<file path="config.mk">
export PLATFORM = sky130hd
export DESIGN_NAME = ident_xfer_words
export DESIGN_NICKNAME = d
export VERILOG_FILES = /design/src/ident_xfer_pkg.sv /design/src/queue_track_if.sv /design/src/cmd_queue_tracker.sv /design/src/dma_pace_monitor.sv /design/src/ident_xfer_words.sv
export VERILOG_INCLUDE_DIRS = /design/src /design/src/src
export SDC_FILE = /design/constraint.sdc
export NUM_CORES = 1
export LEC_CHECK = 0
export BUFFER_PORTS_ARGS = -buffer_cell sky130_fd_sc_hd__buf_4
export CAP_MARGIN = 15
export CORE_MARGIN = 2
export CORE_UTILIZATION = 60
export DETAILED_ROUTE_END_ITERATION = 10
export GPL_TIMING_DRIVEN = 0
export PLACE_DENSITY = 0.95
export SKIP_CTS_REPAIR_TIMING = 1
export SLEW_MARGIN = 30
export SYNTH_ARGS = -nofsm -noshare
export SYNTH_HDL_FRONTEND = slang
export SYNTH_SLANG_ARGS = --single-unit
export TNS_END_PERCENT = 30
</file>
<file path="constraint.sdc">
create_clock -name mclk -period 11.8 [get_ports mclk]
set_input_delay 2.95 -clock mclk [delete_from_list [all_inputs] [get_ports mclk]]
set_output_delay 2.95 -clock mclk [all_outputs]
set_load 0.03 [all_outputs]
</file>
<file path="src/ident_xfer_map.svh">
// constants of the identify transfer-capability words
// assumes: included by bare name, holds definitions only
`ifndef IDENT_XFER_MAP_SVH
`define IDENT_XFER_MAP_SVH
`define CLK_PERIOD_NS 20
// word indexes within the identify data
`define W_MULT_SET 8'h3B
`define W_SECT_LO 8'h3C
`define W_SECT_HI 8'h3D
`define W_MWDMA 8'h3F
`define W_PIO_SUP 8'h40
`define W_DMA_MIN 8'h41
`define W_DMA_REC 8'h42
`define W_PIO_NOFC 8'h43
`define W_PIO_IORDY 8'h44
`define W_QUEUE 8'h4B
// field positions
`define MULT_VALID_BIT 8
`define MWDMA_SEL_LSB 8
`define PIO3_BIT 0
`define PIO4_BIT 1
// defined bits of each word; all others are reserved
`define MULT_USED_MASK 16'h01FF
`define MWDMA_USED_MASK 16'h0707
`define PIO_USED_MASK 16'h0003
`define QUEUE_USED_MASK 16'h001F
// capability straps of this device
`define MWDMA_PRESENT 1'b1
`define MWDMA_TOP_MODE 2'h2
`define PIO4_PRESENT 1'b1
`define CARD_CLASS 1'b0
`define UDMA_SUPPORT 7'h3F
`define MULT_MAX 8'h10
`define MULT_RESET 8'h10
`define QUEUED_PRESENT 1'b1
`define QUEUE_OVERLAP_ONLY 1'b0
`define QUEUE_DEPTH 6'h20
`define SECTORS_RESET 32'h0000_0000
// cycle times in ns
`define DMA_MIN_NS 16'h0078
`define DMA_REC_NS 16'h0078
`define PIO_NOFC_NS 16'h0078
`define PIO_IORDY_NS 16'h0078
`define MW0_CYCLE_NS 16'h01E0
`define MW1_CYCLE_NS 16'h0096
`define MW2_CYCLE_NS 16'h0078
`define PIO3_CYCLE_NS 16'h00B4
`define PIO4_CYCLE_NS 16'h0078
`define PIO_IORDY_MAX_NS 16'h00B4
// transfer mode codes, value bits 7..3
`define XM_PIO_DEF 5'h00
`define XM_PIO_FC 5'h01
`define XM_MWDMA 5'h04
`define XM_UDMA 5'h08
`endif

</file>
<file path="src/ident_xfer_pkg.sv">
// types shared by the identify transfer-capability block
// assumes: compiled before every module of the block
package ident_xfer_pkg;
  typedef logic [15:0] ident_word_t;
  typedef enum logic [2:0] {MC_PIO_DEF, MC_PIO_FC, MC_MWDMA, MC_UDMA, MC_BAD} mode_class_t;
  typedef enum logic [1:0] {PACE_IDLE, PACE_RUN, PACE_HOLD} pace_state_t;
endpackage

</file>
<file path="src/queue_track_if.sv">
// carrier between the identify block and its queue tracker
// assumes: one owner and one user, same clock
`timescale 1ns/1ps
interface queue_track_if;
  logic accept;
  logic complete;
  logic full;
  logic overflow;
  logic [5:0] limit;
  logic [5:0] count;
  modport owner (input accept, input complete, input limit,
                 output count, output full, output overflow);
  modport user (output accept, output complete, output limit,
                input count, input full, input overflow);
endinterface

</file>
<file path="src/cmd_queue_tracker.sv">
// count of commands accepted and not yet completed
// assumes: accept and complete are one-cycle pulses on mclk
`timescale 1ns/1ps
module cmd_queue_tracker
(
  input wire logic mclk,
  input wire logic rst,
  queue_track_if.owner q
);
  logic [5:0] count_nxt;
  logic ovf_nxt;
  wire take = q.accept && (q.count < q.limit);
  wire drop = q.complete && (q.count != 6'h00);
  assign ovf_nxt = q.accept && !take;
  assign count_nxt = take && !drop ? 6'(q.count + 6'h01) :
                     drop && !take ? 6'(q.count - 6'h01) : q.count;
  always_ff @(posedge mclk or posedge rst)
    if (rst)
    begin
      q.count <= 6'h00;
      q.full <= 1'b0;
      q.overflow <= 1'b0;
    end
    else
    begin
      q.count <= count_nxt;
      q.full <= (count_nxt >= q.limit);
      q.overflow <= ovf_nxt;
    end
endmodule

</file>
<file path="src/dma_pace_monitor.sv">
// watches host dma word spacing against the recommended cycle
// assumes: word_strobe is a one-cycle pulse per host word on mclk
`timescale 1ns/1ps
`include "ident_xfer_map.svh"
module dma_pace_monitor
  import ident_xfer_pkg::*;
(
  input wire logic mclk,
  input wire logic rst,
  input wire logic word_strobe,
  input wire logic [15:0] rec_ns,
  output logic throttle
);
  localparam logic [16:0] PERIOD = 17'(`CLK_PERIOD_NS);
  pace_state_t state_r, state_nxt;
  logic [15:0] gap_r, gap_nxt;
  // least time, so round the cycle count up
  wire [15:0] rec_cyc = 16'((17'(rec_ns) + PERIOD - 17'h00001) / PERIOD);
  wire gap_top = (gap_r == 16'hFFFF);
  wire [15:0] gap_inc = gap_top ? gap_r : 16'(gap_r + 16'h0001);
  wire too_fast = word_strobe && (rec_ns != 16'h0000) && (gap_r < rec_cyc);
  always_comb
  begin
    state_nxt = state_r;
    gap_nxt = gap_inc;
    case (state_r)
      PACE_IDLE:
        if (word_strobe)
        begin
          state_nxt = PACE_RUN;
          gap_nxt = 16'h0001;
        end
      PACE_RUN:
        if (too_fast)
        begin
          state_nxt = PACE_HOLD;
          gap_nxt = 16'h0001;
        end
        else if (word_strobe)
          gap_nxt = 16'h0001;
      PACE_HOLD:
        if (gap_r >= rec_cyc)
          state_nxt = PACE_RUN;
      default:
        state_nxt = PACE_IDLE;
    endcase
  end
  always_ff @(posedge mclk or posedge rst)
    if (rst)
    begin
      state_r <= PACE_IDLE;
      gap_r <= 16'h0000;
      throttle <= 1'b0;
    end
    else
    begin
      state_r <= state_nxt;
      gap_r <= gap_nxt;
      throttle <= (state_nxt == PACE_HOLD);
    end
endmodule

</file>
<file path="src/ident_xfer_words.sv">
// identify transfer-capability words: multiple setting, capacity,
// multiword dma, pio modes, cycle times and queue depth
// assumes: all inputs come from logic on mclk; requests are pulses
//
// Function
// - bit 8 flags valid multiple sector count
// - only one dma mode selected at once
// - multiword selected bits stay one-hot or zero
// - reserved bits always read zero
// - mode 2 support implies modes 1, 0
// - mode 1 support implies mode 0
// - bit 0 set exactly when mode 0
// - pio field: bit0 mode3, bit1 mode4
// - pio mode 3 bit set unless card class without mode 4
// - pio or cycle fields set validity flag
// - validity flag covers words 64 to 70
// - unsupported cycle field reads zero
// - dma minimum not below fastest mode
// - recommended not below dma minimum
// - fast host words may throttle dmarq
// - no-flow pio not below iordy cycle
// - iordy cycle fastest mode, max 180
// - queue depth reported as depth minus one
// - outstanding accepted commands form queue depth
// - zero depth when unqueued or overlap only
// - 32-bit sector count over two words
`timescale 1ns/1ps
`include "ident_xfer_map.svh"
module ident_xfer_words
  import ident_xfer_pkg::*;
(
  input wire logic mclk,
  input wire logic rst,
  input wire logic rd_req,
  input wire logic [7:0] rd_index,
  output logic [15:0] rd_data,
  output logic rd_valid,
  input wire logic mult_set_req,
  input wire logic [7:0] mult_set_count,
  input wire logic mode_set_req,
  input wire logic [7:0] mode_set_value,
  output logic set_done,
  output logic set_reject,
  input wire logic cap_load,
  input wire logic [31:0] cap_sectors,
  input wire logic cmd_accept,
  input wire logic cmd_complete,
  output logic [5:0] queue_count,
  output logic queue_full,
  output logic queue_overflow,
  input wire logic dma_word_strobe,
  output logic dmarq_throttle,
  output logic words_64_70_valid,
  output logic [2:0] mwdma_sel,
  output logic [6:0] udma_sel
);

  ////////////////////////////////////////////////////////////////////
  // fixed capability words

  wire mw2_sup = `MWDMA_PRESENT && (`MWDMA_TOP_MODE >= 2'h2);
  wire mw1_sup = `MWDMA_PRESENT && (`MWDMA_TOP_MODE >= 2'h1);
  wire mw0_sup = `MWDMA_PRESENT;
  wire [2:0] mw_sup = {mw2_sup, mw1_sup, mw0_sup};

  wire pio3_sup = !`CARD_CLASS || `PIO4_PRESENT;
  wire pio4_sup = `PIO4_PRESENT;
  wire [15:0] pio_word = {14'h0000, pio4_sup, pio3_sup};

  // fastest supported multiword mode sets the floor for the minimum
  wire [15:0] mw_floor = mw2_sup ? `MW2_CYCLE_NS :
                         mw1_sup ? `MW1_CYCLE_NS : `MW0_CYCLE_NS;
  wire [15:0] dma_min_raw = (`DMA_MIN_NS < mw_floor) ? mw_floor : `DMA_MIN_NS;
  wire [15:0] dma_rec_raw = (`DMA_REC_NS < dma_min_raw) ? dma_min_raw : `DMA_REC_NS;
  wire [15:0] dma_min_word = mw_sup[0] ? dma_min_raw : 16'h0000;
  wire [15:0] dma_rec_word = mw_sup[0] ? dma_rec_raw : 16'h0000;

  wire [15:0] iordy_mode = pio4_sup ? `PIO4_CYCLE_NS : `PIO3_CYCLE_NS;
  wire [15:0] iordy_raw = (iordy_mode > `PIO_IORDY_MAX_NS) ? `PIO_IORDY_MAX_NS :
                          iordy_mode;
  wire [15:0] nofc_raw = (`PIO_NOFC_NS < iordy_raw) ? iordy_raw : `PIO_NOFC_NS;
  wire [15:0] iordy_word = pio3_sup ? iordy_raw : 16'h0000;
  wire [15:0] nofc_word = pio3_sup ? nofc_raw : 16'h0000;

  wire fields_present = pio3_sup || pio4_sup || mw_sup[0];

  wire queuing = `QUEUED_PRESENT && !`QUEUE_OVERLAP_ONLY;
  wire [4:0] depth_code = queuing ? 5'(`QUEUE_DEPTH - 6'h01) : 5'h00;
  wire [15:0] queue_word = {11'h000, depth_code};
  // overlap-only still takes one command at a time
  wire [5:0] queue_limit = !`QUEUED_PRESENT ? 6'h00 :
                           queuing ? `QUEUE_DEPTH : 6'h01;

  ////////////////////////////////////////////////////////////////////
  // decode of the set-features transfer mode value

  wire [4:0] xm_kind = mode_set_value[7:3];
  wire [2:0] xm_num = mode_set_value[2:0];
  // pio default only for its two plain codes
  wire is_pio_def = (xm_kind == `XM_PIO_DEF) && (xm_num <= 3'h1);
  wire is_pio_fc = (xm_kind == `XM_PIO_FC);
  wire is_mwdma = (xm_kind == `XM_MWDMA);
  wire is_udma = (xm_kind == `XM_UDMA);
  mode_class_t xm_class;
  assign xm_class = is_pio_def ? MC_PIO_DEF :
                    is_pio_fc ? MC_PIO_FC :
                    is_mwdma ? MC_MWDMA :
                    is_udma ? MC_UDMA : MC_BAD;

  // padded to eight bits so every mode number indexes a real bit
  wire [7:0] udma_cap = {1'b0, `UDMA_SUPPORT};
  wire pio_fc_ok = (xm_num <= 3'h3) || (xm_num == 3'h4 && pio4_sup);
  wire mw_ok = (xm_num <= 3'h2) && mw_sup[xm_num[1:0]];
  wire ud_ok = (xm_num <= 3'h6) && udma_cap[xm_num];

  wire mode_ok = (xm_class == MC_PIO_DEF) ||
                 (xm_class == MC_PIO_FC && pio_fc_ok) ||
                 (xm_class == MC_MWDMA && mw_ok) ||
                 (xm_class == MC_UDMA && ud_ok);

  // one-hot of the requested mode number
  wire [6:0] num_hot = 7'(8'h01 << xm_num);

  ////////////////////////////////////////////////////////////////////
  // current settings

  logic [2:0] mwdma_nxt;
  logic [6:0] udma_nxt;
  logic [7:0] mult_count_r, mult_count_nxt;
  logic mult_on_r, mult_on_nxt;
  logic [31:0] sectors_r;
  logic [15:0] sect_hi_snap_r;

  // count above the largest block size is refused
  wire mult_ok = (mult_set_count <= `MULT_MAX);
  wire mode_take = mode_set_req && mode_ok;
  wire mult_take = mult_set_req && mult_ok;
  // a refused request leaves every setting as it was
  wire mode_rej = mode_set_req && !mode_ok;
  wire mult_rej = mult_set_req && !mult_ok;
  wire any_reject = mode_rej || mult_rej;

  always_comb
  begin
    mwdma_nxt = mwdma_sel;
    udma_nxt = udma_sel;
    if (mode_take)
    begin
      case (xm_class)
        MC_MWDMA:
        begin
          mwdma_nxt = num_hot[2:0];
          udma_nxt = 7'h00;
        end
        MC_UDMA:
        begin
          mwdma_nxt = 3'h0;
          udma_nxt = num_hot;
        end
        default:
        begin
          mwdma_nxt = mwdma_sel;
          udma_nxt = udma_sel;
        end
      endcase
    end
  end

  // block size updated at once
  // a count of zero turns multiple transfers off
  assign mult_count_nxt = mult_take ? mult_set_count : mult_count_r;
  assign mult_on_nxt = mult_take ? (mult_set_count != 8'h00) : mult_on_r;

  always_ff @(posedge mclk or posedge rst)
    if (rst)
    begin
      mwdma_sel <= 3'h0;
      udma_sel <= 7'h00;
      mult_count_r <= `MULT_RESET;
      mult_on_r <= 1'b1;
    end
    else
    begin
      mwdma_sel <= mwdma_nxt;
      udma_sel <= udma_nxt;
      mult_count_r <= mult_count_nxt;
      mult_on_r <= mult_on_nxt;
    end

  // one done or reject pulse per request cycle; a taken and a refused request in one cycle raise both
  always_ff @(posedge mclk or posedge rst)
    if (rst)
    begin
      set_done <= 1'b0;
      set_reject <= 1'b0;
    end
    else
    begin
      set_done <= mode_take || mult_take;
      set_reject <= any_reject;
    end

  always_ff @(posedge mclk or posedge rst)
    if (rst)
      sectors_r <= `SECTORS_RESET;
    else if (cap_load)
      sectors_r <= cap_sectors;

  always_ff @(posedge mclk or posedge rst)
    if (rst)
      words_64_70_valid <= 1'b0;
    else
      words_64_70_valid <= fields_present;

  ////////////////////////////////////////////////////////////////////
  // word assembly

  wire [15:0] mult_word = mult_on_r ?
                          {7'h00, 1'b1, mult_count_r} : 16'h0000;
  wire [15:0] mwdma_word = {5'h00, mwdma_sel, 5'h00, mw_sup};

  // high word matches low
  // reading the low word freezes the high half, so a pair read
  // never tears across a capacity update
  wire sect_lo_rd = rd_req && (rd_index == `W_SECT_LO);
  always_ff @(posedge mclk or posedge rst)
    if (rst)
      sect_hi_snap_r <= 16'h0000;
    else if (sect_lo_rd)
      sect_hi_snap_r <= sectors_r[31:16];

  // only defined bits pass; a widened strap cannot leak into
  // reserved positions
  wire [15:0] mult_out = mult_word & `MULT_USED_MASK;
  wire [15:0] mwdma_out = mwdma_word & `MWDMA_USED_MASK;
  wire [15:0] queue_out = queue_word & `QUEUE_USED_MASK;

  wire [15:0] valid_mask = fields_present ? 16'hFFFF : 16'h0000;
  wire [15:0] pio_out = pio_word & `PIO_USED_MASK & valid_mask;
  wire [15:0] dma_min_out = dma_min_word & valid_mask;
  wire [15:0] dma_rec_out = dma_rec_word & valid_mask;
  wire [15:0] nofc_out = nofc_word & valid_mask;
  wire [15:0] iordy_out = iordy_word & valid_mask;

  logic [15:0] word_sel;
  always_comb
  begin
    word_sel = 16'h0000;
    case (rd_index)
      `W_MULT_SET: word_sel = mult_out;
      `W_SECT_LO: word_sel = sectors_r[15:0];
      `W_SECT_HI: word_sel = sect_hi_snap_r;
      `W_MWDMA: word_sel = mwdma_out;
      `W_PIO_SUP: word_sel = pio_out;
      `W_DMA_MIN: word_sel = dma_min_out;
      `W_DMA_REC: word_sel = dma_rec_out;
      `W_PIO_NOFC: word_sel = nofc_out;
      `W_PIO_IORDY: word_sel = iordy_out;
      `W_QUEUE: word_sel = queue_out;
      default: word_sel = 16'h0000;
    endcase
  end

  // answer one cycle after the request
  always_ff @(posedge mclk or posedge rst)
    if (rst)
      rd_valid <= 1'b0;
    else
      rd_valid <= rd_req;

  // data holds until the next request, so a slow host may sample late
  always_ff @(posedge mclk or posedge rst)
    if (rst)
      rd_data <= 16'h0000;
    else if (rd_req)
      rd_data <= word_sel;

  ////////////////////////////////////////////////////////////////////
  // queue accounting

  queue_track_if qt ();
  assign qt.accept = cmd_accept;
  assign qt.complete = cmd_complete;
  assign qt.limit = queue_limit;

  cmd_queue_tracker u_queue
  (
    .mclk(mclk),
    .rst(rst),
    .q(qt)
  );

  assign queue_count = qt.count;
  assign queue_full = qt.full;
  assign queue_overflow = qt.overflow;

  ////////////////////////////////////////////////////////////////////
  // host pacing against the recommended dma cycle

  // only meaningful while a multiword mode is selected; in any other
  // mode the throttle stays idle
  wire mw_selected = (mwdma_sel != 3'h0);
  wire pace_strobe = dma_word_strobe && mw_selected;

  dma_pace_monitor u_pace
  (
    .mclk(mclk),
    .rst(rst),
    .word_strobe(pace_strobe),
    .rec_ns(dma_rec_word),
    .throttle(dmarq_throttle)
  );

endmodule

</file>
; Word level (Yosys, flattened, before mapping)
; Memories as Yosys holds them, arrays and structs flattened.
; Index checks and enable logic that the tools add are counted.
[totals]
regBits = 114
latchBits = 0
ram_bits = 0
mem_bits_ro = 8
out_inout_bits = 39
wordCells = 112
mem_count = 1
[classes]
add_sub_neg = 3
mul = 0
n_div = 0
order_cmp = 11
eq_ne = 21
n_shift = 1
n_mux = 21
n_bitwise = 0
reduce_logical = 37
[mem_list]
columns = memory, depth, width, rd, rd_ports_with_merged_regs, wr, line
row1 = (no name shown), 8, 1, 1, 0, 0, ident_xfer_words.sv:114  ; wire ud_ok = (xm_num <= 3'h6) && udma_cap[xm_num];
[op_table]
columns = cell, n
row1 = $pmux W16 S7, 1
row2 = $eq A8 B7 Y1 const B, 6
row3 = $mux W16, 3
row4 = $eq A8 B6 Y1 const B, 4
row5 = $pmux W16 S2, 1
row6 = $logic_and A1 B1 Y1, 18
row7 = $add A16 B1 Y16 const B, 1
row8 = $eq A16 B16 Y1 const B, 1
row9 = $ge A16 B3 Y1 const B, 1
row10 = $lt A16 B3 Y1 const B, 1
row11 = $pmux W7 S2, 1
row12 = $mux W3, 4
row13 = $mux W6, 2
row14 = $mux W9, 1
row15 = $le A8 B5 Y1 const B, 1
row16 = $reduce_bool A8 Y1, 1
row17 = $shl A1 B3 Y7 const A, 1
row18 = $add A6 B1 Y6 const B, 1
row19 = $eq A3 B2 Y1 const B, 2
row20 = $ge A6 B6 Y1 const B, 1
row21 = $le A3 B2 Y1 const B, 2
row22 = $logic_or A1 B1 Y1, 6
row23 = $lt A6 B6 Y1 const B, 1
row24 = $mux W2, 3
row25 = other kinds (25), 30

; Longest topological paths before layout
[logic_depth]
word_depth = 13
mapped_depth = 6

; Hierarchy
; A second synthesis with hierarchy kept.
[hier_totals]
hier_cells = 779
hier_area_um2 = 7701.1
[modules_own_cells]
columns = module, instances, cells_per_inst, area_each_um2, seq_area_each_um2
row1 = ident_xfer_words, 1, 312, 3920.0, 2179.6
row2 = dma_pace_monitor, 1, 394, 3049.2, 475.5
row3 = cmd_queue_tracker, 1, 73, 732.0, 200.2

; Least setup slack after synthesis
; OpenSTA, ideal clock, no wires.
[synth_timing]
path_type = input to register
start = in mode_set_value[0]
end = reg udma_sel[0]
setup_time_ns = 0.125
arrival_time_ns = 4.313
path_slack_ns = 7.362
path_stages = 6
n_path_buf = 2
path_cell_list = buf_2 or3b_2 a21oi_1 o21ba_2 buf_4 mux2_2
[synth_via]
elab_chain_len = 10
elab_cells_between_ends = 29
classes_between = 4 x order compare / 4 x eq/ne / 1 x shift / 5 x mux / 14 x reduce/logical / 1 x memory
[synth_rtl]
columns = item, line
row1 = start: declaration, ident_xfer_words.sv:41  ; input wire logic [7:0] mode_set_value,
row2 = $le A3 B1 Y1, ident_xfer_words.sv:100  ; wire is_pio_def = (xm_kind == `XM_PIO_DEF) && (xm_num <= 3'h1);
row3 = $logic_and A1 B1 Y1, ident_xfer_words.sv:100
row4 = $mux W3, ident_xfer_words.sv:105  ; assign xm_class = is_pio_def ? MC_PIO_DEF :
row5 = $eq A3 B1 Y1, ident_xfer_words.sv:117  ; (xm_class == MC_PIO_FC && pio_fc_ok) ||
row6 = $logic_and A1 B1 Y1, ident_xfer_words.sv:117
row7 = $logic_or A1 B1 Y1, ident_xfer_words.sv:116  ; wire mode_ok = (xm_class == MC_PIO_DEF) ||
row8 = $logic_or A1 B1 Y1, ident_xfer_words.sv:117
row9 = $logic_or A1 B1 Y1, ident_xfer_words.sv:118  ; (xm_class == MC_MWDMA && mw_ok) ||
row10 = $logic_and A1 B1 Y1, ident_xfer_words.sv:136  ; wire mode_take = mode_set_req && mode_ok;
row11 = $reduce_and A2 Y1 (no line), --
row12 = end signal: assignment, ident_xfer_words.sv:185  ; udma_sel <= udma_nxt;
row13 = end: declaration, ident_xfer_words.sv:55  ; output logic [6:0] udma_sel
; Parallel ways exist; a longest one is shown, timed or not. The select of a mux whose other input is x is not followed.
; A chain may end at the register's enable or synchronous reset.

; Worst setup path after layout
[layout_timing]
start = in rd_index[2]
end = reg rd_data[3]
[layout_via]
elab_chain_len = 3
elab_cells_between_ends = 12
classes_between = 10 x eq/ne / 1 x mux / 1 x reduce/logical
[layout_rtl]
columns = item, line
row1 = start: declaration, ident_xfer_words.sv:35  ; input wire logic [7:0] rd_index,
row2 = $eq A8 B7 Y1, ident_xfer_words.sv:249  ; case (rd_index)
row3 = $reduce_or A4 Y1 (no line), --
row4 = $pmux W16 S7 *, ident_xfer_words.sv:249
row5 = end signal: assignment, ident_xfer_words.sv:276  ; rd_data <= word_sel;
row6 = end: declaration, ident_xfer_words.sv:36  ; output logic [15:0] rd_data,
; Mark *: on every way between the ends. The rest lies on a longest branch, timed or not.

==> impl_metrics.json <==
{
  "rr_startpoint": "u_queue.q.count[1]$_DFF_PP0_",
  "syn-instance-count": 471,
  "synth_compound_area_frac": 0.121,
  "dieArea_mm2": 0.00985,
  "hp-class": "flop to flop",
  "reg2reg_to": "u_queue.q.full$_DFF_PP0_",
  "routedWlPerCell_um": 20.5,
  "cp-start-kind": "primary input",
  "start_util": 0.621,
  "layout.nets": 660,
  "critPathBufInv": 2,
  "crit_slowest_cell": "nor3b_1",
  "relSlewSlack": 0.356,
  "fin_area_mm2": 0.00697,
  "synth_warnings": 0,
  "vias": 4537,
  "synth.area.mux_share": 0.146,
  "synth.distinct_cells": 70,
  "root_buffer": "clkbuf_8",
  "period_share": 0.367,
  "status": "completed",
  "synthTopCellsByArea": "dfrtp_1 51%, mux2_2 12%, mux2i_1 2.4%",
  "cellPowerDensity_mw_per_mm2": 184,
  "area_growth_pct": 27.9,
  "synth_edf_count": 0,
  "rsz0062_at_grt": "false",
  "crit_path_max_incr_delay_ns": 0.82,
  "cap_violations": 0,
  "fmax_ghz": 0.231,
  "synthXorXnorAreaFrac": 0.0129,
  "drt_wl_total_um": 14600,
  "worst_slew_pin_slew_ns": 0.964,
  "finalHoldViolCount": 0,
  "post-route-min-period_ns": 4.33,
  "cts.path.max_buffers": 2,
  "worstHoldPathCells": 1,
  "crit_arrival_ns": 4.79,
  "drc_errors": 0,
  "synth_top_area_share": 0.515,
  "peakVddDrop_mv": 0.166,
  "final_common_cell": "dfrtp_1",
  "fp.coreArea_mm2": 0.00876,
  "crit_family": "simple AND/OR/NAND/NOR gates",
  "min_to": "sectors_r[22]$_DFFE_PP0P_",
  "io_buffers": 99,
  "seq_area_frac_synth": 0.524,
  "clk_pin_slew_worst_paths_ns": 0.06,
  "rrSetupSlack_ns": 9.82,
  "synth.cell_area_mm2": 0.00544,
  "ys_ff_latch": 114,
  "grt_usage": 0.308,
  "dieWidth_um": 99.3,
  "worst_setup_path_end_kind": "flop",
  "final.fill_count": 484,
  "io_pins": 104,
  "layout_common_cells": "112 x dfrtp_1, 100 x buf_4, 59 x mux2_2",
  "cts_sinks": 114,
  "viasPerCell": 6.38,
  "dr.first_iter.drc_count": 377,
  "min_from": "sectors_r[22]$_DFFE_PP0P_",
  "synth_fa_ha_area_frac": 0.0152,
  "reg2reg_depth": 6,
  "ant_nets": 0,
  "synth_nets": 541,
  "yosys_most_used_dff": "dfrtp_1",
  "synth-simple-area-share": 0.149,
  "critPathKind": "primary input to flop",
  "grt_pass1_vias": 4626,
  "finalSetupTns_ns": 0,
  "fin_ws_ns": 7.47,
  "clk_latency_ns": 0.51,
  "placed_cell_area_mm2": 0.00635,
  "grt_pass1_wl_um": 23500,
  "gp_congestion": 0.900,
  "crit_chain": "buf_4 > buf_2 > nor3b_1 > a22oi_1 > o2bb2ai_1 > o22a_2",
  "antenna_found_initial": 0,
  "gr-total-overflow": 0,
  "cts_made_buffers": 17,
  "postSynth.asyncResetShare": 1.00,
  "num_rows": 34,
  "die_h_um": 99.3,
  "power_leakage_nw": 3.17,
  "drive_gt1_frac": 0.373,
  "grt_max_degree": 75,
  "setup_viol": 0,
  "cts.htree.levels": 4,
  "place_hpwl_um": 9510,
  "crit_fanout": 10,
  "synth_top_area_cell": "dfrtp_1",
  "worst_ep_required_time_ns": 12.26,
  "cts_tree": "built",
  "fin_skew_ns": 0.00512,
  "post-place-ws_ns": 7.10,
  "insertedDiodeCount": 0,
  "synth_top_family_by_area": "simple AND/OR/NAND/NOR gates",
  "syn_area_per_cell_um2": 11.6,
  "drtPass1Iterations": 6,
  "slew_viol_final": 0
}
==> metrics by stage <==
stage / cells / power, W / utilization / hold slack, ns
floorplan: 471 / 0.000662 / - / 0.444
global placement: 678 / 0.000743 / 0.721 / 0.468
detailed placement: 679 / 0.000762 / 0.725 / 0.463
CTS: 711 / 0.00128 / 0.793 / 0.506
global route: 711 / 0.00133 / 0.795 / 0.514
finish: 711 / 0.00128 / 0.795 / 0.504
==> layer usage <==
layer,GRT usage,routed length (um)
met1,0.372,5400
met2,0.526,7700
met3,0.0668,934
met4,0.151,526
met5,0,0
==> report_power, final <==
group / leakage, nW / total (W) / internal, W / switching [W]
Clock: 0.289 / 0.000517 / 0.000324 / 0.000193
Combinational: 1.44 / 0.000275 / 0.000117 / 0.000159
Sequential: 1.44 / 0.000492 / 0.000442 / 0.0000505
==> final cells by class <==
class | count | area [um2] | share of cell area
Inverter | 18 | 72.6 | 0.0104
Tap cell | 108 | 135 | 0.0194
Clock buffer | 17 | 414 | 0.0595
Clock inverter | 15 | 181 | 0.0260
Multi-Input combinational cell | 317 | 2440 | 0.350
Sequential cell | 114 | 2860 | 0.410
Timing Repair Buffer | 100 | 771 | 0.111
Buffer | 22 | 97.6 | 0.0140
==> worst max path at each step <==
| stage | from | endpoint | slack (ns) | cells after the start |
|---|---|---|---|---|
| 2_1_floorplan | rst | mult_count_r[0]$_DFFE_PP0P_ | 5.84 | 1 |
| 3_3_place_gp | rst | sectors_r[20]$_DFFE_PP0P_ | 4.76 | 2 |
| 3_5_place_dp | rd_index[6] | rd_data[14]$_DFFE_PP0P_ | 7.10 | 5 |
| 4_1_cts | u_queue.q.count[3]$_DFF_PP0_ | queue_count[3] | 7.58 | 1 |
| 5_1_grt | rd_index[2] | rd_data[1]$_DFFE_PP0P_ | 7.43 | 6 |
| 6_report | rd_index[2] | rd_data[3]$_DFFE_PP0P_ | 7.47 | 6 |
==> sequential cells by signal, summed over array words and instances (netlist names), 3 cells and up <==
signal           count
mult_count_r         8
mwdma_sel            3
rd_data             16
sect_hi_snap_r      16
sectors_r           32
u_pace.gap_r        16
u_queue.q.count      6
udma_sel             7
==> worst register-to-register path, stage by stage (launching register included) <==
cell and delay [ns]:
dfrtp_1 0.48, inv_1 0.16, ha_1 0.17, nand2b_1 0.09, o41ai_4 0.52, nor3_1 0.14, o31a_1 0.30
==> cells by family after synthesis <==
kind of cell             Yosys count
AO/OA/AOI/OAI                     89
XOR/XNOR                           8
adder cells (fa/ha/maj)            7
buffers and inverters             40
flip-flops                       114
multiplexers                      72
other                              1
AND/OR/NAND/NOR                  140
==> cell usage after synthesis (9+ instances only) <==
master,count
dfrtp_1,112
mux2_2,59
nor2_1,24
nand2_1,20
inv_1,18
a21oi_1,17
mux2i_1,13
nor3_1,13
a22oi_1,12
nand3_1,11
clkbuf_1,9
nand2b_1,9
nand4_1,9
o22ai_1,9
Power figures use the tool's default switching activity.
